===== src/hsd_pkg.sv =====
// hsd_pkg: shared constants for the headset detect and record gain registers
package hsd_pkg;

  // ----------------------------------------
  // register access widths
  // ----------------------------------------
  localparam int ADDR_W = 8;                  // register address width
  localparam int DATA_W = 8;                  // register data width

  // ----------------------------------------
  // register offsets
  // ----------------------------------------
  localparam logic [7:0] OFS_DET_CTRL = 8'h0D; // headset_detect_ctrl
  localparam logic [7:0] OFS_STAT_CFG = 8'h0E; // headset_status_driver_cfg
  localparam logic [7:0] OFS_GAIN_L   = 8'h0F; // left_record_gain
  localparam logic [7:0] OFS_GAIN_R   = 8'h10; // right_record_gain

  // ----------------------------------------
  // field positions
  // ----------------------------------------
  localparam int DET_EN_BIT   = 7;            // detection enable
  localparam int TYPE_LSB     = 5;            // headset type, 2 bits
  localparam int JDB_LSB      = 2;            // jack debounce code, 3 bits
  localparam int BDB_LSB      = 0;            // button debounce code, 2 bits
  localparam int COUPLE_BIT   = 7;            // ac-coupled outputs
  localparam int FULLDIFF_BIT = 6;            // fully-differential outputs
  localparam int BTN_FLAG_BIT = 5;            // sticky button flag
  localparam int HS_FLAG_BIT  = 4;            // headset present
  localparam int PSEUDO_BIT   = 3;            // pseudo-differential outputs
  localparam int MUTE_BIT     = 7;            // record stage mute
  localparam int GAIN_LSB     = 0;            // record gain, 7 bits

  // ----------------------------------------
  // reset values
  // ----------------------------------------
  localparam logic [7:0] RST_DET_CTRL = 8'h00; // detection off, fastest debounce
  localparam logic [7:0] RST_STAT_CFG = 8'h00; // capless, no differential mode
  localparam logic [7:0] RST_GAIN     = 8'h80; // muted, 0.0 dB

  // ----------------------------------------
  // codes and timing
  // ----------------------------------------
  localparam logic [6:0] GAIN_MAX_CODE = 7'h77; // 59.5 dB ceiling
  localparam int CLK_PERIOD_NS = 10;            // 100 MHz system clock
  localparam int TICK_BASE_MS  = 1;             // finest sample tick
  localparam int NS_PER_MS     = 1000000;       // unit conversion
  localparam int MS_CYCLES_DEF = TICK_BASE_MS * NS_PER_MS / CLK_PERIOD_NS;
  localparam int DB_SAMPLES    = 8;             // ticks per debounce interval

  // detected headset type
  typedef enum logic [1:0] {
    HSD_NONE   = 2'b00,
    HSD_STEREO = 2'b01,
    HSD_CELL   = 2'b10,
    HSD_BOTH   = 2'b11
  } hsd_type_t;

endpackage : hsd_pkg


===== src/hsd_gain_sat.sv =====
// hsd_gain_sat: clamps a 7-bit half-dB record gain code at 59.5 dB
`timescale 1ns/1ps
module hsd_gain_sat
  import hsd_pkg::*;
(
  input  wire logic [6:0] code_in,  // code as written by software
  output logic      [6:0] code_out  // code applied to the gain stage
);
  // codes above the ceiling all give the top step, so no wrap is possible
  always_comb begin
    if (code_in > GAIN_MAX_CODE) begin
      code_out = GAIN_MAX_CODE;
    end else begin
      code_out = code_in;              // 0.5 dB per step from 0.0 dB
    end
  end
endmodule : hsd_gain_sat


===== src/hsd_debounce.sv =====
// hsd_debounce: pin synchroniser plus tick-sampled glitch filter
`timescale 1ns/1ps
module hsd_debounce #(
  parameter int W       = 1,            // bits filtered together
  parameter int SAMPLES = 8             // stable ticks before a change
) (
  input  wire logic         clk,        // system clock
  input  wire logic         rst,        // async reset, active high
  input  wire logic         en,         // filter enabled, else output zero
  input  wire logic         bypass,     // pass synchronised input straight
  input  wire logic         tick,       // sample tick
  input  wire logic [W-1:0] pin,        // raw asynchronous input
  output logic      [W-1:0] dout        // filtered level
);
  import hsd_pkg::*;

  logic [W-1:0] s1_q, s2_q, s3_q;       // three-stage synchroniser
  logic [W-1:0] st_q;                   // agreed synchronised level
  logic [W-1:0] cand_q;                 // level being qualified
  logic [3:0]   cnt_q;                  // stable ticks seen

  // ----------------------------------------
  // synchroniser: only s2 reads s1
  // ----------------------------------------
  always_ff @(posedge clk or posedge rst) begin
    if (rst) begin
      s1_q <= '0;
      s2_q <= '0;
      s3_q <= '0;
      st_q <= '0;
    end else begin
      s1_q <= pin;
      s2_q <= s1_q;
      s3_q <= s2_q;
      if (s2_q == s3_q) begin
        st_q <= s3_q;                   // change counts once stages agree
      end
    end
  end

  // ----------------------------------------
  // filter: any wobble restarts the count
  // ----------------------------------------
  always_ff @(posedge clk or posedge rst) begin
    if (rst) begin
      dout   <= '0;
      cand_q <= '0;
      cnt_q  <= 4'h0;
    end else if (!en) begin
      dout   <= '0;
      cand_q <= '0;
      cnt_q  <= 4'h0;
    end else if (bypass) begin
      dout   <= st_q;                   // no debounce selected
      cand_q <= st_q;
      cnt_q  <= 4'h0;
    end else if (st_q == dout || st_q != cand_q) begin
      cand_q <= st_q;
      cnt_q  <= 4'h0;
    end else if (tick) begin
      if (cnt_q == 4'(SAMPLES - 1)) begin
        dout  <= cand_q;                // stable at every tick
        cnt_q <= 4'h0;
      end else begin
        cnt_q <= cnt_q + 4'h1;
      end
    end
  end
endmodule : hsd_debounce


===== src/hsd_regs.sv =====
// hsd_regs: headset detect, output driver config and record gain registers
`timescale 1ns/1ps

// Summary of operation
// - detection runs only while enable bit set
// - read-only type field: none/stereo/cellular/both
// - jack debounce 16ms doubling, tick eighth
// - button debounce off, 8, 16, 32 ms
// - coupling bit selects capless or ac-coupled
// - bit flags fully-differential stereo outputs
// - bit flags pseudo-differential stereo outputs
// - sticky button flag, cleared by read
// - headset flag shows live detection
// - left stage muted by bit, reset muted
// - right stage muted by bit, reset muted
// - left gain 0.0 dB plus half-dB steps
// - codes 119 upward saturate at 59.5 dB
// - right gain own field, same encoding
module hsd_regs
  import hsd_pkg::*;
#(
  parameter int MS_CYCLES = MS_CYCLES_DEF        // clock cycles per 1 ms tick
) (
  input  wire logic                  clk,        // 100 MHz clock
  input  wire logic                  rst,        // async reset, active high
  input  wire logic                  reg_wr,     // register write strobe
  input  wire logic                  reg_rd,     // register read strobe
  input  wire logic [ADDR_W-1:0]     reg_addr,   // register offset
  input  wire logic [DATA_W-1:0]     reg_wdata,  // write data
  output logic      [DATA_W-1:0]     reg_rdata,  // read data
  output logic                       reg_rvalid, // read data valid pulse
  input  wire logic                  jack_pin,   // raw jack present
  input  wire logic                  stereo_pin, // raw stereo sense
  input  wire logic                  cell_pin,   // raw cellular sense
  input  wire logic                  button_pin, // raw button level
  output logic                       det_en,     // detection front end on
  output hsd_type_t                  hs_type,    // debounced headset type
  output logic                       hs_present, // debounced headset present
  output logic                       btn_flag,   // sticky button press
  output logic                       drv_ac,     // ac-coupled outputs
  output logic                       drv_fdiff,  // fully-differential mode
  output logic                       drv_pdiff,  // pseudo-differential mode
  output logic                       mute_l,     // left record stage muted
  output logic                       mute_r,     // right record stage muted
  output logic      [6:0]            gain_l,     // left applied gain code
  output logic      [6:0]            gain_r      // right applied gain code
);
  import hsd_pkg::*;

  localparam int MSW = $clog2(MS_CYCLES + 1);    // ms counter width

  // ----------------------------------------
  // storage
  // ----------------------------------------
  logic       det_en_q;                   // detection enable
  logic [2:0] jdb_q;                      // jack debounce code
  logic [1:0] bdb_q;                      // button debounce code
  logic       ac_q;                       // coupling bit
  logic       fdiff_q;                    // fully-differential bit
  logic       pdiff_q;                    // pseudo-differential bit
  logic       flag_q;                     // sticky button flag
  logic [7:0] gl_q;                       // left gain register
  logic [7:0] gr_q;                       // right gain register
  logic [6:0] gl_sat, gr_sat;             // clamped gain codes
  logic [6:0] gl_out_q, gr_out_q;         // applied gain codes
  logic [7:0] rdata_q;                    // read data
  logic       rvalid_q;                   // read answer pulse
  logic       btn_prev_q;                 // last filtered button level

  logic [MSW-1:0] ms_cnt_q;               // cycles within one ms
  logic           ms_tick_q;              // one-cycle 1 ms tick
  logic [6:0]     ms_idx_q;               // free ms index for slower ticks
  logic [6:0]     jack_mask;              // low index bits per jack code
  logic [6:0]     btn_mask;               // low index bits per button code
  logic           jack_tick;              // jack sample tick
  logic           btn_tick;               // button sample tick
  logic [2:0]     jack_db;                // {cell, stereo, present}
  logic [0:0]     btn_db;                 // filtered button level
  logic           wr_det, wr_stat;        // decoded writes
  logic           wr_gl, wr_gr;
  logic           rd_stat;                // read of the status register
  logic           btn_rise;               // debounced press

  assign wr_det  = reg_wr && reg_addr == OFS_DET_CTRL;
  assign wr_stat = reg_wr && reg_addr == OFS_STAT_CFG;
  assign wr_gl   = reg_wr && reg_addr == OFS_GAIN_L;
  assign wr_gr   = reg_wr && reg_addr == OFS_GAIN_R;
  assign rd_stat = reg_rd && reg_addr == OFS_STAT_CFG;

  // ----------------------------------------
  // sample tick generation
  // ----------------------------------------
  // one shared ms base keeps both filters phase-aligned and cheap
  always_ff @(posedge clk or posedge rst) begin
    if (rst) begin
      ms_cnt_q  <= '0;
      ms_tick_q <= 1'b0;
      ms_idx_q  <= 7'h00;
    end else begin
      ms_tick_q <= 1'b0;
      if (ms_cnt_q == MSW'(MS_CYCLES - 1)) begin
        ms_cnt_q  <= '0;
        ms_tick_q <= 1'b1;
        ms_idx_q  <= ms_idx_q + 7'h01;
      end else begin
        ms_cnt_q <= ms_cnt_q + MSW'(1);
      end
    end
  end

  // jack tick is 2 ms doubled per code step; button 1 ms at code 01, doubled per step
  always_comb begin
    jack_mask = (7'h02 << jdb_q) - 7'h01;
    btn_mask  = ((7'h01 << bdb_q) >> 1) - 7'h01;
  end

  // a tick lands on every ms whose low index bits are zero
  assign jack_tick = ms_tick_q && (ms_idx_q & jack_mask) == 7'h00;
  assign btn_tick  = ms_tick_q && (ms_idx_q & btn_mask) == 7'h00;

  // ----------------------------------------
  // jack and button filters
  // ----------------------------------------
  // type and present travel together, so a half-seated plug never splits them
  hsd_debounce #(
    .W       (3),
    .SAMPLES (DB_SAMPLES)
  ) u_jack_db (
    .clk    (clk),
    .rst    (rst),
    .en     (det_en_q),
    .bypass (1'b0),
    .tick   (jack_tick),
    .pin    ({cell_pin, stereo_pin, jack_pin}),
    .dout   (jack_db)
  );

  // button filter only runs while detection is on
  hsd_debounce #(
    .W       (1),
    .SAMPLES (DB_SAMPLES)
  ) u_btn_db (
    .clk    (clk),
    .rst    (rst),
    .en     (det_en_q),
    .bypass (bdb_q == 2'b00),
    .tick   (btn_tick),
    .pin    (button_pin),
    .dout   (btn_db)
  );

  assign btn_rise = btn_db[0] && !btn_prev_q;

  // ----------------------------------------
  // detection control register
  // ----------------------------------------
  // reserved jack codes are the host's concern; they only slow the tick
  always_ff @(posedge clk or posedge rst) begin
    if (rst) begin
      det_en_q <= RST_DET_CTRL[DET_EN_BIT];
      jdb_q    <= RST_DET_CTRL[JDB_LSB +: 3];
      bdb_q    <= RST_DET_CTRL[BDB_LSB +: 2];
    end else if (wr_det) begin
      det_en_q <= reg_wdata[DET_EN_BIT];
      jdb_q    <= reg_wdata[JDB_LSB +: 3];
      bdb_q    <= reg_wdata[BDB_LSB +: 2];
    end
  end

  // ----------------------------------------
  // output driver configuration
  // ----------------------------------------
  // both differential bits set is not blocked; the host must avoid it
  always_ff @(posedge clk or posedge rst) begin
    if (rst) begin
      ac_q    <= RST_STAT_CFG[COUPLE_BIT];
      fdiff_q <= RST_STAT_CFG[FULLDIFF_BIT];
      pdiff_q <= RST_STAT_CFG[PSEUDO_BIT];
    end else if (wr_stat) begin
      ac_q    <= reg_wdata[COUPLE_BIT];
      fdiff_q <= reg_wdata[FULLDIFF_BIT];
      pdiff_q <= reg_wdata[PSEUDO_BIT];
    end
  end

  // ----------------------------------------
  // sticky button flag
  // ----------------------------------------
  // a press in the same cycle as the clearing read survives
  always_ff @(posedge clk or posedge rst) begin
    if (rst) begin
      flag_q     <= RST_STAT_CFG[BTN_FLAG_BIT];
      btn_prev_q <= 1'b0;
    end else begin
      btn_prev_q <= btn_db[0];
      if (btn_rise) begin
        flag_q <= 1'b1;
      end else if (rd_stat) begin
        flag_q <= 1'b0;
      end
    end
  end

  // ----------------------------------------
  // record gain registers
  // ----------------------------------------
  always_ff @(posedge clk or posedge rst) begin
    if (rst) begin
      gl_q <= RST_GAIN;
    end else if (wr_gl) begin
      gl_q <= reg_wdata;
    end
  end

  always_ff @(posedge clk or posedge rst) begin
    if (rst) begin
      gr_q <= RST_GAIN;
    end else if (wr_gr) begin
      gr_q <= reg_wdata;
    end
  end

  // stored code reads back as written; only the applied code clamps
  hsd_gain_sat u_sat_l (
    .code_in  (gl_q[GAIN_LSB +: 7]),
    .code_out (gl_sat)
  );

  hsd_gain_sat u_sat_r (
    .code_in  (gr_q[GAIN_LSB +: 7]),
    .code_out (gr_sat)
  );

  always_ff @(posedge clk or posedge rst) begin
    if (rst) begin
      gl_out_q <= RST_GAIN[GAIN_LSB +: 7];
      gr_out_q <= RST_GAIN[GAIN_LSB +: 7];
    end else begin
      gl_out_q <= gl_sat;
      gr_out_q <= gr_sat;
    end
  end

  // ----------------------------------------
  // read port
  // ----------------------------------------
  // unmapped offsets answer zero; reserved bits read zero
  always_ff @(posedge clk or posedge rst) begin
    if (rst) begin
      rdata_q  <= 8'h00;
      rvalid_q <= 1'b0;
    end else begin
      rvalid_q <= reg_rd;
      if (reg_rd) begin
        case (reg_addr)
          OFS_DET_CTRL: rdata_q <= {det_en_q, jack_db[2:1], jdb_q, bdb_q};
          OFS_STAT_CFG: rdata_q <= {ac_q, fdiff_q, flag_q, jack_db[0],
                                    pdiff_q, 3'h0};
          OFS_GAIN_L:   rdata_q <= gl_q;
          OFS_GAIN_R:   rdata_q <= gr_q;
          default:      rdata_q <= 8'h00;
        endcase
      end
    end
  end

  // ----------------------------------------
  // outputs
  // ----------------------------------------
  assign reg_rdata  = rdata_q;
  assign reg_rvalid = rvalid_q;
  assign det_en     = det_en_q;
  assign hs_type    = hsd_type_t'(jack_db[2:1]);
  assign hs_present = jack_db[0];
  assign btn_flag   = flag_q;
  assign drv_ac     = ac_q;
  assign drv_fdiff  = fdiff_q;
  assign drv_pdiff  = pdiff_q;
  assign mute_l     = gl_q[MUTE_BIT];
  assign mute_r     = gr_q[MUTE_BIT];
  assign gain_l     = gl_out_q;
  assign gain_r     = gr_out_q;

  // ms ticks seen since the last jack tick; a write restarts it so a code
  // change in mid-interval never trips the spacing check below
  logic [6:0] jt_gap_q;                   // ms ticks since last jack tick
  logic       jt_seen_q;                  // a jack tick passed since last write

  always_ff @(posedge clk or posedge rst) begin
    if (rst) begin
      jt_gap_q  <= 7'h00;
      jt_seen_q <= 1'b0;
    end else if (wr_det) begin
      jt_gap_q  <= 7'h00;                 // new code, new phase
      jt_seen_q <= 1'b0;
    end else if (jack_tick) begin
      jt_gap_q  <= 7'h00;
      jt_seen_q <= 1'b1;
    end else if (ms_tick_q) begin
      jt_gap_q  <= jt_gap_q + 7'h01;      // one more ms without a jack tick
    end
  end
endmodule : hsd_regs


===== config.mk =====
export PLATFORM = sky130hd
export DESIGN_NAME = hsd_regs
export DESIGN_NICKNAME = d
export VERILOG_FILES = /design/src/hsd_pkg.sv /design/src/hsd_gain_sat.sv /design/src/hsd_debounce.sv /design/src/hsd_regs.sv
export SDC_FILE = /design/constraint.sdc
export NUM_CORES = 1
export LEC_CHECK = 0
export BUFFER_PORTS_ARGS = -buffer_cell sky130_fd_sc_hd__buf_2
export CAP_MARGIN = 20
export CELL_PAD_IN_SITES_DETAIL_PLACEMENT = 1
export CELL_PAD_IN_SITES_GLOBAL_PLACEMENT = 2
export CORE_MARGIN = 5
export CORE_UTILIZATION = 36
export CTS_BUF_LIST = sky130_fd_sc_hd__clkbuf_8
export CTS_CLUSTER_DIAMETER = 100
export DETAILED_ROUTE_END_ITERATION = 8
export PLACE_DENSITY_LB_ADDON = 0.05
export SLEW_MARGIN = 30
export SYNTH_ARGS = -nofsm -noshare
export SYNTH_HDL_FRONTEND = slang
export SYNTH_SLANG_ARGS = --single-unit

===== constraint.sdc =====
create_clock -name clk -period 3.15 [get_ports clk]
set_input_delay 0.1575 -clock clk [delete_from_list [all_inputs] [get_ports clk]]
set_output_delay 0.1575 -clock clk [all_outputs]
set_load 0.02 [all_outputs]

# After elaboration in Yosys (flattened, before gate mapping)

Index checks and enable logic that the tools add are counted.

Multiply operators: 0
$add $sub $neg: 6
Reductions and logical operators: 17
Divide/modulo/power cells: 0
Bitwise logic cells: 2
Mux-type cells: 30
Shift operators: 2
Equality and inequality tests: 23
$lt $le $gt $ge: 2

Operators with widths:

| kind                                                  | number |
|---|---|
| 2-to-1 mux 4 bit                                      | 9 |
| one-hot mux 8 bit (4 select lines)                    | 1 |
| equality test 8 x 4 -> 1 bit (second input constant)  | 3 |
| 2-to-1 mux 3 bit                                      | 6 |
| adder 17 x 1 -> 17 bit (second input constant)        | 1 |
| equality test 17 bit (second input constant)          | 1 |
| 2-to-1 mux 17 bit                                     | 1 |
| AND 7 bit                                             | 2 |
| greater-than comparator 7 bit (second input constant) | 2 |
| logical NOT 7 bit                                     | 2 |
| 2-to-1 mux 7 bit                                      | 2 |
| != test 3 x 1 -> 1 bit (second input constant)        | 4 |
| 2-to-1 mux 1 bit                                      | 11 |
| adder 4 x 1 -> 4 bit (second input constant)          | 2 |
| equality test 4 x 3 -> 1 bit (second input constant)  | 2 |
| equality test 8 x 5 -> 1 bit (second input constant)  | 1 |
| logical AND 1 bit                                     | 8 |
| adder 7 x 1 -> 7 bit (second input constant)          | 1 |
| << shifter 1 x 2 -> 7 bit (first input constant)      | 1 |
| << shifter 2 x 3 -> 7 bit (first input constant)      | 1 |
| subtractor 6 x 1 -> 7 bit (second input constant)     | 1 |
| subtractor 7 x 1 -> 7 bit (second input constant)     | 1 |
| equality test 3 bit                                   | 2 |
| != test 2 x 1 -> 1 bit (second input constant)        | 3 |
| other kinds (11)                                      | 14 |

Latch bits: 0
Logic and storage cells: 113
Bits in read-only memories: 0
Output and inout port bits: 33
Memories kept: 0
Register bits: 107
Bits of input ports: 24
Memory bits (writable): 0

# Logic depth before layout (Yosys ltp)

Gate-level depths: netlist of the first run.

Word-level depth: 9
Mapped depth: 9
Depth with buffers taken out: 8

# Cells and area by module

Synthesis of the first run repeated with hierarchy kept, for this count alone.

Cell total of the unflattened synthesis: 391
Area total of the unflattened synthesis: 4733.3 um^2

By module, submodules not included:

| module                   | area each (um^2) | cells each | instances |
|---|---|---|---|
| hsd_regs                 | 3256.9           | 261        | 1 |
| hsd_debounce (u_jack_db) | 934.6            | 74         | 1 |
| hsd_debounce (u_btn_db)  | 436.7            | 38         | 1 |
| hsd_gain_sat             | 52.6             | 9          | 2 |

# Worst setup path after synthesis of the first run

Ideal clock, no wire load.

Path type: register to register
Start: register jdb_q[2]
End: register u_jack_db.cnt_q[0]
Cell stages (with the launch flop): 9
Library setup time: 78 ps
Clock period less this slack: 2375 ps
Buffers on the path: 1
Data required time: 3072 ps
Slack: 775 ps
Arrival time: 2297 ps
Cell sequence: dfrtp_1 > buf_2 > or3_1 > ha_1 > nor3b_1 > o31a_1 > or3_4 > or3_1 > a21oi_1

Word-level cells in the longest chain between the ends: 6

Ends and longest elaborated chain:

| what                             | line               | source |
|---|---|---|
| from (decl)                      | hsd_regs.sv:56     | `logic [2:0] jdb_q;` |
| from (signal assigned)           | hsd_regs.sv:161    | `jdb_q <= RST_DET_CTRL[JDB_LSB +: 3];` |
| from (signal assigned)           | hsd_regs.sv:165    | `jdb_q <= reg_wdata[JDB_LSB +: 3];` |
| << shifter 2 x 3 -> 7 bit        | hsd_regs.sv:113    | `jack_mask = (7'h02 << jdb_q) - 7'h01;` |
| subtractor 7 x 1 -> 7 bit        | hsd_regs.sv:113    |  |
| AND 7 bit                        | hsd_regs.sv:118    | `assign jack_tick = ms_tick_q && (ms_idx_q & jack_mask) == 7'h00;` |
| logical NOT 7 bit                | hsd_regs.sv:118    |  |
| logical AND 1 bit                | hsd_regs.sv:118    |  |
| != test 3 x 1 -> 1 bit (no line) | -                  |  |
| to (signal assigned)             | hsd_debounce.sv:65 | `cnt_q <= cnt_q + 4'h1;` |
| to (decl)                        | hsd_debounce.sv:20 | `logic [3:0] cnt_q;` |

Every way passes these cells.
A chain may end at the register's enable or synchronous reset.

# Worst setup path in the final report of the first run

Ends and elaborated chain as after synthesis.

==> report_table.html, run 1 <==
<table>
<tr><th>Metric</th><th>Value</th></tr>
<tr><th colspan="2">Outcome</th></tr>
<tr><td>Status</td><td>completed</td></tr>
<tr><th colspan="2">GRT</th></tr>
<tr><td>GRT Resource Usage Total</td><td>15.32%</td></tr>
<tr><td>Vias in the first global route</td><td>3,305</td></tr>
<tr><td>Antenna violations before repair</td><td>0</td></tr>
<tr><td>Global-route wire length before repair</td><td>17,860 um</td></tr>
<tr><td>Aggregate global routing overflow</td><td>0</td></tr>
<tr><td>Maximum number of pins on one net before global-route repair</td><td>66</td></tr>
<tr><th colspan="2">Finish</th></tr>
<tr><td>Util after Layout</td><td>43.12%</td></tr>
<tr><td>Antenna diode instance count</td><td>0</td></tr>
<tr><td>Final Net Count</td><td>498</td></tr>
<tr><td>Proportion of layout cells with a drive suffix above 1</td><td>22.08%</td></tr>
<tr><td>Number of inserted filler cells in the final layout</td><td>1,393</td></tr>
<tr><td>Number of standard cells in the layout, taps in and fillers out</td><td>643</td></tr>
<tr><td>Final design instance area without fill</td><td>5441 um2</td></tr>
<tr><td>Commonest non-fill, non-tap cell in the layout</td><td>sky130_fd_sc_hd__dfrtp_1</td></tr>
<tr><td>Commonest cells after routing, fill and taps aside</td><td>sky130_fd_sc_hd__dfrtp_1, sky130_fd_sc_hd__buf_2, sky130_fd_sc_hd__nor2_1, sky130_fd_sc_hd__nand2_1, sky130_fd_sc_hd__nand3_1</td></tr>
<tr><td>Area growth from synthesis to final layout</td><td>16.97%</td></tr>
<tr><th colspan="2">STA</th></tr>
<tr><td>Final setup margin</td><td>0.6458 ns</td></tr>
<tr><td>Post-Route Skew</td><td>0.008298 ns</td></tr>
<tr><td>Relative slew slack</td><td>45.54%</td></tr>
<tr><td>Final setup violation count</td><td>0</td></tr>
<tr><td>Summed negative setup slack over all endpoints</td><td>0 ns</td></tr>
<tr><td>Achievable frequency</td><td>399.3 MHz</td></tr>
<tr><td>Max-slew violations</td><td>0</td></tr>
<tr><td>Post-layout minimum cycle time</td><td>2.504 ns</td></tr>
<tr><td>Setup repair after global routing missed its margin</td><td>false</td></tr>
<tr><td>Part of the cycle the worst path needs</td><td>79.50%</td></tr>
<tr><td>Smallest hold slack</td><td>0.02672 ns</td></tr>
<tr><td>Final Hold Viols</td><td>0</td></tr>
<tr><td>Transition time of the tightest slew-check pin</td><td>0.8170 ns</td></tr>
<tr><th colspan="2">Logic synthesis</th></tr>
<tr><td>EDFF count, synth</td><td>0</td></tr>
<tr><td>Post-synthesis xor/xnor area fraction</td><td>5.836%</td></tr>
<tr><td>Post-Syn Instances</td><td>402</td></tr>
<tr><td>Number of distinct standard cells referenced by the synthesized netlist</td><td>55</td></tr>
<tr><td>Share of synthesized registers carrying an async set or reset</td><td>100.0%</td></tr>
<tr><td>Count of synthesis-stage warnings from yosys</td><td>0</td></tr>
<tr><td>Commonest register cell after synthesis</td><td>sky130_fd_sc_hd__dfrtp_1</td></tr>
<tr><td>Synth Cell Area</td><td>4652 um2</td></tr>
<tr><td>Count of state elements after synthesis</td><td>107</td></tr>
<tr><td>Combinational family with the most area after synthesis</td><td>simple AND/OR/NAND/NOR gates</td></tr>
<tr><td>Multiplexer area fraction after synthesis</td><td>8.741%</td></tr>
<tr><td>Arithmetic-cell share of the synthesized area counting full adders, half adders and majority gates</td><td>2.367%</td></tr>
<tr><td>Per-instance average area after synthesis</td><td>11.57 um2</td></tr>
<tr><td>Register area share after synthesis</td><td>57.61%</td></tr>
<tr><td>Compound-gate portion of the synthesized area</td><td>6.401%</td></tr>
<tr><td>Simple-gate share of the synthesized area</td><td>16.70%</td></tr>
<tr><td>Mapped Nets</td><td>434</td></tr>
<tr><th colspan="2">Setup path</th></tr>
<tr><td>Startpoint Class</td><td>flip-flop</td></tr>
<tr><td>Slowest stage delay, CP</td><td>0.47 ns</td></tr>
<tr><td>Cell Chain, Critical Path</td><td>or3_1 &gt; ha_1 &gt; nor3b_1 &gt; o31a_1 &gt; or3_4 &gt; or3_1 &gt; a21oi_1</td></tr>
<tr><td>Setup slack on the worst flop-to-flop path</td><td>0.65 ns</td></tr>
<tr><td>Worst R2R Start</td><td>jdb_q[2]</td></tr>
<tr><td>Category of the critical setup timing path</td><td>flip-flop to flip-flop</td></tr>
<tr><td>Kind of capture point of the worst setup path</td><td>flip-flop</td></tr>
<tr><td>Slowest stage cell, crit path</td><td>sky130_fd_sc_hd__dfrtp_1</td></tr>
<tr><td>Endpoint arrival time on the critical path</td><td>2.81 ns</td></tr>
<tr><td>Endpoint of the worst-slack reg-to-reg timing path</td><td>u_jack_db.cnt_q[0]</td></tr>
<tr><td>Register-to-Register Path Depth</td><td>7</td></tr>
<tr><td>Endpoint required time on the critical path</td><td>3.45 ns</td></tr>
<tr><td>Most frequent cell on the critical path</td><td>sky130_fd_sc_hd__or3_1</td></tr>
<tr><td>Highest net fanout along the worst path</td><td>9</td></tr>
<tr><th colspan="2">Power</th></tr>
<tr><td>Total power</td><td>2.728 mW</td></tr>
<tr><td>Switching part of the total power</td><td>24.68%</td></tr>
<tr><td>Net switching power</td><td>673.2 uW</td></tr>
<tr><td>PwrDens</td><td>501.3 nW/um2</td></tr>
<tr><td>Logic pwr share</td><td>8.1%</td></tr>
<tr><td>Clock network power share</td><td>37.5%</td></tr>
<tr><td>Flop pwr share</td><td>54.4%</td></tr>
<tr><td>Standby leakage power</td><td>2.561 nW</td></tr>
<tr><td>Pint</td><td>2.055 mW</td></tr>
<tr><td>Highest ir drop seen on vdd</td><td>0.2646 mV</td></tr>
<tr><th colspan="2">Place</th></tr>
<tr><td>Port Buffers</td><td>56</td></tr>
<tr><td>Detailed-placement wirelength estimate</td><td>7866 um</td></tr>
<tr><td>Pre-CTS worst setup slack</td><td>0.6279 ns</td></tr>
<tr><td>Post-Place Cells</td><td>620</td></tr>
<tr><td>Final weighted congestion of routability-driven global placement</td><td>0.7612</td></tr>
<tr><td>Placed Area</td><td>5124 um2</td></tr>
<tr><th colspan="2">Run</th></tr>
<tr><td>Max-cap violations</td><td>0</td></tr>
<tr><th colspan="2">Floorplan</th></tr>
<tr><td>I/O pins</td><td>57</td></tr>
<tr><td>Die W</td><td>123.7 um</td></tr>
<tr><td>Vertical extent of the die</td><td>123.7 um</td></tr>
<tr><td>Initial standard-cell utilization of the core</td><td>36.86%</td></tr>
<tr><td>Area of the core region</td><td>12,620 um2</td></tr>
<tr><td>Die Area</td><td>15,300 um2</td></tr>
<tr><td>Site Rows</td><td>41</td></tr>
<tr><th colspan="2">Clocking</th></tr>
<tr><td>TritonCTS clock tree</td><td>built</td></tr>
<tr><td>Clock transition at the registers of the reported paths</td><td>0.10 ns</td></tr>
<tr><td>Number of sinks handled by clock tree synthesis</td><td>107</td></tr>
<tr><td>Post-CTS repair timing setup buffer count</td><td>0</td></tr>
<tr><td>Number of buffers on the longest clock path</td><td>2</td></tr>
<tr><td>H-tree Lvls</td><td>3</td></tr>
<tr><td>TritonCTS Buffers</td><td>9</td></tr>
<tr><td>Clock Root Buffer</td><td>sky130_fd_sc_hd__clkbuf_8</td></tr>
<tr><td>Clock latency of the later-clocked register in the worst-skew pair</td><td>0.38 ns</td></tr>
<tr><th colspan="2">Drt</th></tr>
<tr><td>Vias after detailed routing</td><td>3,209</td></tr>
<tr><td>First DRT Iteration DRCs</td><td>119</td></tr>
<tr><td>Number of DRC violations after detailed routing</td><td>0</td></tr>
<tr><td>Final wirelength</td><td>10,820 um</td></tr>
<tr><td>Antenna Nets Post-Route</td><td>0</td></tr>
<tr><td>Detailed-route wire length per cell</td><td>16.83 um</td></tr>
<tr><td>1st-pass router iterations</td><td>5</td></tr>
<tr><td>Vias per std cell</td><td>4.991</td></tr>
<tr><th colspan="2">Hold path</th></tr>
<tr><td>Hold Path Stages</td><td>2</td></tr>
<tr><td>Hold path start</td><td>reg_wdata[4]</td></tr>
<tr><td>Type of the most critical hold path</td><td>input port to flip-flop</td></tr>
<tr><td>Hold-critical path endpoint</td><td>gl_q[4]</td></tr>
</table>
per-layer routing:
metal | track usage, % | vias up | part of all wire [%]
met1 | 20.85 | 1617 | 47
li1 | - | 1531 | -
met3 | 3.270 | 12 | 4.7
met2 | 24.03 | 49 | 47
met4 | 5.813 | 0 | 1.4
met5 | 0 | - | 0
final cells by class:
type	count	area [um2]	area share [%]
Clock buffer	9	123.9	2.276
Clock inverter	7	123.9	2.276
Inverter	14	55.05	1.012
Multi-Input combinational cell	267	1863	34.24
Sequential cell	107	2680	49.25
Tap cell	172	215.2	3.955
Timing Repair Buffer	67	380.4	6.990
power groups by stage:
stage / combinational [mW] / sequential, mW / clock [mW]
after detailed placement: 0.218 / 1.51 / 0
final: 0.220 / 1.48 / 1.02
after global routing: 0.249 / 1.50 / 1.12
after floorplan: 0.120 / 1.52 / 0
after CTS: 0.227 / 1.49 / 1.06
after global placement: 0.214 / 1.51 / 0
kinds of logic (layout without fill, tap and decap cells):
group,count (synthesis),count (layout)
buf+inv,28,97
mux,37,37
simple gates,145,145
xor+xnor,31,31
fa+ha+maj,9,9
flops,107,107
compound gates,45,45
cell usage after synthesis, types with 2 or more instances:
library cell | n | area [um2]
sky130_fd_sc_hd__nor3_2 | 2 | 20.02
sky130_fd_sc_hd__mux2_1 | 14 | 157.7
sky130_fd_sc_hd__nand2b_1 | 6 | 37.54
sky130_fd_sc_hd__nor2_1 | 36 | 135.1
sky130_fd_sc_hd__xnor2_1 | 19 | 166.4
sky130_fd_sc_hd__or3_1 | 4 | 25.02
sky130_fd_sc_hd__inv_1 | 14 | 52.55
sky130_fd_sc_hd__o21ai_0 | 4 | 20.02
sky130_fd_sc_hd__and3_2 | 2 | 15.01
sky130_fd_sc_hd__nand2_1 | 24 | 90.09
sky130_fd_sc_hd__buf_2 | 3 | 15.01
sky130_fd_sc_hd__nand4_1 | 11 | 68.82
sky130_fd_sc_hd__mux2i_1 | 8 | 80.08
sky130_fd_sc_hd__a31oi_1 | 4 | 25.02
sky130_fd_sc_hd__nand3_1 | 22 | 110.1
sky130_fd_sc_hd__o21ai_1 | 5 | 25.02
sky130_fd_sc_hd__a22oi_1 | 3 | 22.52
sky130_fd_sc_hd__a21oi_1 | 15 | 75.07
sky130_fd_sc_hd__or4_1 | 2 | 15.01
sky130_fd_sc_hd__nor3_1 | 4 | 20.02
sky130_fd_sc_hd__a221oi_1 | 3 | 26.28
sky130_fd_sc_hd__nor4_1 | 4 | 25.02
sky130_fd_sc_hd__clkbuf_1 | 10 | 37.54
sky130_fd_sc_hd__nor2b_1 | 5 | 31.28
sky130_fd_sc_hd__xor2_1 | 12 | 105.1
sky130_fd_sc_hd__a22o_1 | 2 | 17.52
sky130_fd_sc_hd__nor3b_1 | 2 | 15.01
sky130_fd_sc_hd__nand3b_1 | 3 | 22.52
sky130_fd_sc_hd__ha_1 | 8 | 100.1
sky130_fd_sc_hd__and2_1 | 6 | 37.54
sky130_fd_sc_hd__mux2_2 | 15 | 168.9
sky130_fd_sc_hd__dfrtp_1 | 105 | 2628
sky130_fd_sc_hd__or2b_1 | 2 | 15.01
sky130_fd_sc_hd__dfstp_2 | 2 | 52.55
worst max-delay path: cells and delay by family, from the launching register on:
kind | cells | cell delay (ns)
AOI/OAI and AO/OA | 2 | 0.47
adders and majority gates | 1 | 0.25
DFF | 1 | 0.47
and+or+nand+nor | 4 | 1.24
registers in the layout, indices dropped and copies added, names as in the netlist, 2 cells and up:
register          cells
u_jack_db.st_q        3
gr_q                  8
bdb_q                 2
jdb_q                 3
gl_q                  8
u_jack_db.s2_q        3
gain_r                7
reg_rdata             8
ms_idx_q              7
u_jack_db.s3_q        3
u_jack_db.cnt_q       4
u_jack_db.s1_q        3
u_btn_db.cnt_q        4
u_jack_db.dout        3
gain_l                7
u_jack_db.cand_q      3
ms_cnt_q             17
worst max-delay path by stage:
stage	from	endpoint	slack (ns)
final	jdb_q[2]	u_jack_db.cnt_q[0]	0.65
after global routing	jdb_q[2]	u_jack_db.cnt_q[0]	0.52
after CTS	jdb_q[2]	u_jack_db.cnt_q[0]	0.64
after detailed placement	jdb_q[2]	u_jack_db.cnt_q[0]	0.63
after global placement	jdb_q[2]	u_jack_db.cnt_q[0]	0.73
after floorplan	rst	bdb_q[0]	0.18
repair_timing:
action                                 4_1_cts  5_1_grt
endpoints found under the hold margin       71        0
gates resized for setup                      0        0
hold buffers                                 7        0
Power figures use the tool's default switching activity.
==> inputs of run 2 (changes only) <==
Settings changed: CORE_UTILIZATION 36 to 40.
Clock period 3.15 ns to 2.4 ns, I/O delays scaled along.
==> run 2 against run 1 <==
Effect of this change: final area increased by 2.4%; critical path type unchanged; worst hold slack got worse by 0.013 ns; fmax increased by 8.7%; total power is 26% higher; die area down 9.2%; first-iteration DRC count up 44%; sequential power grew 31%; critical path depth unchanged; count of clock-buffer cells in the layout did not move; final cell count shrank 1.2%; combinational power rose by 45%.
==> report_table.html, run 2 (synthesis gave the netlist of run 1 again) <==
<table>
<tr><th>Metric</th><th>Value</th></tr>
<tr><th colspan="2">Place</th></tr>
<tr><td>Pre-CTS worst setup slack</td><td>0.08002 ns (-0.5479 ns)</td></tr>
<tr><td>Port Buffers</td><td>56 (unchanged)</td></tr>
<tr><td>Detailed-placement wirelength estimate</td><td>8199 um (+4.2%)</td></tr>
<tr><td>Final weighted congestion of routability-driven global placement</td><td>0.7629 (+0.22%)</td></tr>
<tr><th colspan="2">Clocking</th></tr>
<tr><td>H-tree Lvls</td><td>3 (unchanged)</td></tr>
<tr><td>TritonCTS Buffers</td><td>9 (unchanged)</td></tr>
<tr><td>Clock latency of the later-clocked register in the worst-skew pair</td><td>0.39 ns (about the same)</td></tr>
<tr><td>Clock Root Buffer</td><td>sky130_fd_sc_hd__clkbuf_8</td></tr>
<tr><td>Clock transition at the registers of the reported paths</td><td>0.12 ns (+0.02 ns)</td></tr>
<tr><td>Number of buffers on the longest clock path</td><td>2 (unchanged)</td></tr>
<tr><td>Post-CTS repair timing setup buffer count</td><td>0 (unchanged)</td></tr>
<tr><td>TritonCTS clock tree</td><td>built</td></tr>
<tr><td>Number of sinks handled by clock tree synthesis</td><td>107 (unchanged)</td></tr>
<tr><th colspan="2">Finish</th></tr>
<tr><td>Max FFs per register</td><td>17 (unchanged)</td></tr>
<tr><td>Proportion of layout cells with a drive suffix above 1</td><td>24.64% (+2.6 points)</td></tr>
<tr><td>Reg with most FFs</td><td>ms_cnt_q</td></tr>
<tr><td>Commonest cells after routing, fill and taps aside</td><td>sky130_fd_sc_hd__dfrtp_1, sky130_fd_sc_hd__buf_2, sky130_fd_sc_hd__nor2_1, sky130_fd_sc_hd__nand2_1, sky130_fd_sc_hd__nand3_1</td></tr>
<tr><td>Commonest non-fill, non-tap cell in the layout</td><td>sky130_fd_sc_hd__dfrtp_1</td></tr>
<tr><td>Area growth from synthesis to final layout</td><td>19.80%</td></tr>
<tr><td>Final Net Count</td><td>518 (+4.0%)</td></tr>
<tr><th colspan="2">GRT</th></tr>
<tr><td>Global-route wire length before repair</td><td>18,950 um (+6.1%)</td></tr>
<tr><td>Antenna violations before repair</td><td>0 (unchanged)</td></tr>
<tr><td>Aggregate global routing overflow</td><td>0 (unchanged)</td></tr>
<tr><td>Maximum number of pins on one net before global-route repair</td><td>36 (-45%)</td></tr>
<tr><td>Vias in the first global route</td><td>3,671 (+11%)</td></tr>
<tr><td>GRT Resource Usage Total</td><td>16.96% (+1.6 points)</td></tr>
<tr><th colspan="2">Setup path</th></tr>
<tr><td>Worst R2R Start</td><td>jdb_q[2]</td></tr>
<tr><td>Startpoint Class</td><td>flip-flop</td></tr>
<tr><td>Slowest stage cell, crit path</td><td>sky130_fd_sc_hd__dfrtp_1</td></tr>
<tr><td>Highest net fanout along the worst path</td><td>6 (-3)</td></tr>
<tr><td>Cell Chain, Critical Path</td><td>or3_1 &gt; ha_2 &gt; nor3b_1 &gt; o31a_1 &gt; or3_4 &gt; or3_1 &gt; a21oi_1</td></tr>
<tr><td>Register-to-Register Path Depth</td><td>7 (unchanged)</td></tr>
<tr><td>Setup slack on the worst flop-to-flop path</td><td>0.1 ns (-0.55 ns)</td></tr>
<tr><td>Endpoint arrival time on the critical path</td><td>2.64 ns (-0.17 ns)</td></tr>
<tr><td>Endpoint required time on the critical path</td><td>2.73 ns (-0.72 ns)</td></tr>
<tr><td>Most frequent cell on the critical path</td><td>sky130_fd_sc_hd__or3_1</td></tr>
<tr><td>Slowest stage delay, CP</td><td>0.39 ns (-0.08 ns)</td></tr>
<tr><td>Kind of capture point of the worst setup path</td><td>flip-flop</td></tr>
<tr><td>Category of the critical setup timing path</td><td>flip-flop to flip-flop</td></tr>
<tr><td>Endpoint of the worst-slack reg-to-reg timing path</td><td>u_jack_db.cnt_q[0]</td></tr>
<tr><th colspan="2">STA</th></tr>
<tr><td>Final setup violation count</td><td>0 (unchanged)</td></tr>
<tr><td>Setup repair after global routing missed its margin</td><td>true</td></tr>
<tr><td>Achievable frequency</td><td>434.1 MHz (+8.7%)</td></tr>
<tr><td>Max-slew violations</td><td>0 (unchanged)</td></tr>
<tr><td>Transition time of the tightest slew-check pin</td><td>0.7642 ns (-0.05276 ns)</td></tr>
<tr><td>Relative slew slack</td><td>48.95% (+3.4 points)</td></tr>
<tr><td>Final setup margin</td><td>0.09656 ns (-0.5493 ns)</td></tr>
<tr><td>Summed negative setup slack over all endpoints</td><td>0 ns (unchanged)</td></tr>
<tr><td>Post-Route Skew</td><td>0.02510 ns (+0.01680 ns)</td></tr>
<tr><td>Part of the cycle the worst path needs</td><td>95.98% (+16 points)</td></tr>
<tr><td>Final Hold Viols</td><td>0 (unchanged)</td></tr>
<tr><td>Post-layout minimum cycle time</td><td>2.303 ns (-0.2007 ns)</td></tr>
<tr><th colspan="2">Hold path</th></tr>
<tr><td>Hold-critical path endpoint</td><td>jdb_q[0]</td></tr>
<tr><td>Hold Path Stages</td><td>2 (unchanged)</td></tr>
<tr><td>Type of the most critical hold path</td><td>input port to flip-flop</td></tr>
<tr><td>Hold path start</td><td>reg_wdata[2]</td></tr>
<tr><th colspan="2">Floorplan</th></tr>
<tr><td>I/O pins</td><td>57 (unchanged)</td></tr>
<tr><td>Die W</td><td>117.8 um (-4.7%)</td></tr>
<tr><td>Initial standard-cell utilization of the core</td><td>40.74% (+3.9 points)</td></tr>
<tr><td>Vertical extent of the die</td><td>117.8 um (-4.7%)</td></tr>
<tr><td>Site Rows</td><td>39 (-4.9%)</td></tr>
<tr><td>Area of the core region</td><td>11,420 um2 (-9.5%)</td></tr>
<tr><td>Die Area</td><td>13,890 um2 (-9.2%)</td></tr>
<tr><th colspan="2">Drt</th></tr>
<tr><td>First DRT Iteration DRCs</td><td>171 (+44%)</td></tr>
<tr><td>Vias after detailed routing</td><td>3,282 (+2.3%)</td></tr>
<tr><td>Number of DRC violations after detailed routing</td><td>0 (unchanged)</td></tr>
<tr><td>1st-pass router iterations</td><td>6 (+1)</td></tr>
<tr><td>Vias per std cell</td><td>5.169 (+3.6%)</td></tr>
<tr><td>Detailed-route wire length per cell</td><td>17.32 um (+2.9%)</td></tr>
<tr><td>Final wirelength</td><td>11,000 um (+1.6%)</td></tr>
<tr><td>Antenna Nets Post-Route</td><td>0 (unchanged)</td></tr>
<tr><th colspan="2">Power</th></tr>
<tr><td>Standby leakage power</td><td>2.648 nW (+3.4%)</td></tr>
<tr><td>PwrDens</td><td>617.4 nW/um2 (+23%)</td></tr>
<tr><td>Highest ir drop seen on vdd</td><td>0.5466 mV (+110%)</td></tr>
<tr><th colspan="2">Outcome</th></tr>
<tr><td>Status</td><td>completed</td></tr>
<tr><th colspan="2">Run</th></tr>
<tr><td>Max-cap violations</td><td>0 (unchanged)</td></tr>
</table>
run 2: cell type report:
cell class | instances | area, um2
antenna | 1 | 2.502
clock buffer | 9 | 123.9
clock inverter | 7 | 91.34
fill | 1232 | 5846
inverter | 14 | 56.30
multi-input combinational | 267 | 1872
sequential | 107 | 2680
tap | 143 | 178.9
timing repair buffer | 87 | 568.0
run 2: worst max-delay path, delay by kind of cell (launching register included):
family,cells,cell delay [ns]
flip-flops,1,0.39
AND/OR/NAND/NOR,4,1.21
adder cells (fa/ha/maj),1,0.21
AO/OA/AOI/OAI,2,0.44
run 2: per-layer routing:
metal  part of all wire (%)  track usage, %
met5                      0               0
met4                    1.0           4.803
met3                    3.8           4.901
met2                     49           27.69
met1                     46           22.02
run 2: per-stage QoR:
| step | util [%] | hold WS (ns) | instance area, um2 | std cells | power (mW) |
|---|---|---|---|---|---|
| 2_1_floorplan | - | 0.1514 | 4656 | 402 | 2.153 |
| 4_1_cts | 48.71 | 0.0001360 | 5562 | 634 | 3.515 |
| 3_5_place_dp | 45.77 | 0.2294 | 5226 | 606 | 2.290 |
| 5_1_grt | 48.78 | 0.007586 | 5570 | 634 | 3.633 |
| 6_report | 48.81 | 0.01421 | 5573 | 635 | 3.441 |
| 3_3_place_gp | 45.77 | 0.2290 | 5226 | 606 | 2.279 |
run 2: worst max-delay path by stage:
stage,start,end,slack (ns),depth (start not counted)
after detailed placement,jdb_q[2],u_jack_db.cnt_q[0],0.08,7
final,jdb_q[2],u_jack_db.cnt_q[0],0.1,7
after CTS,jdb_q[2],u_jack_db.cnt_q[0],0.05,7
after global routing,jdb_q[0],u_jack_db.cnt_q[0],-0.004,7
after floorplan,jdb_q[2],u_jack_db.cnt_q[0],0.03,8
after global placement,jdb_q[2],u_jack_db.cnt_q[0],0.12,7
run 2: repair_timing:
action                                  CTS  global route
gates resized for setup                   0             2
endpoints found under the hold margin    52             0
endpoints found under the setup margin    0             1
hold buffers                             12             0
run 2: power by group:
part | internal [mW] | total [mW] | switching, mW
Combinational | 0.140 | 0.319 | 0.180
Sequential | 1.88 | 1.94 | 0.0643
Clock | 0.508 | 1.18 | 0.674
Total | 2.52 | 3.44 | 0.918
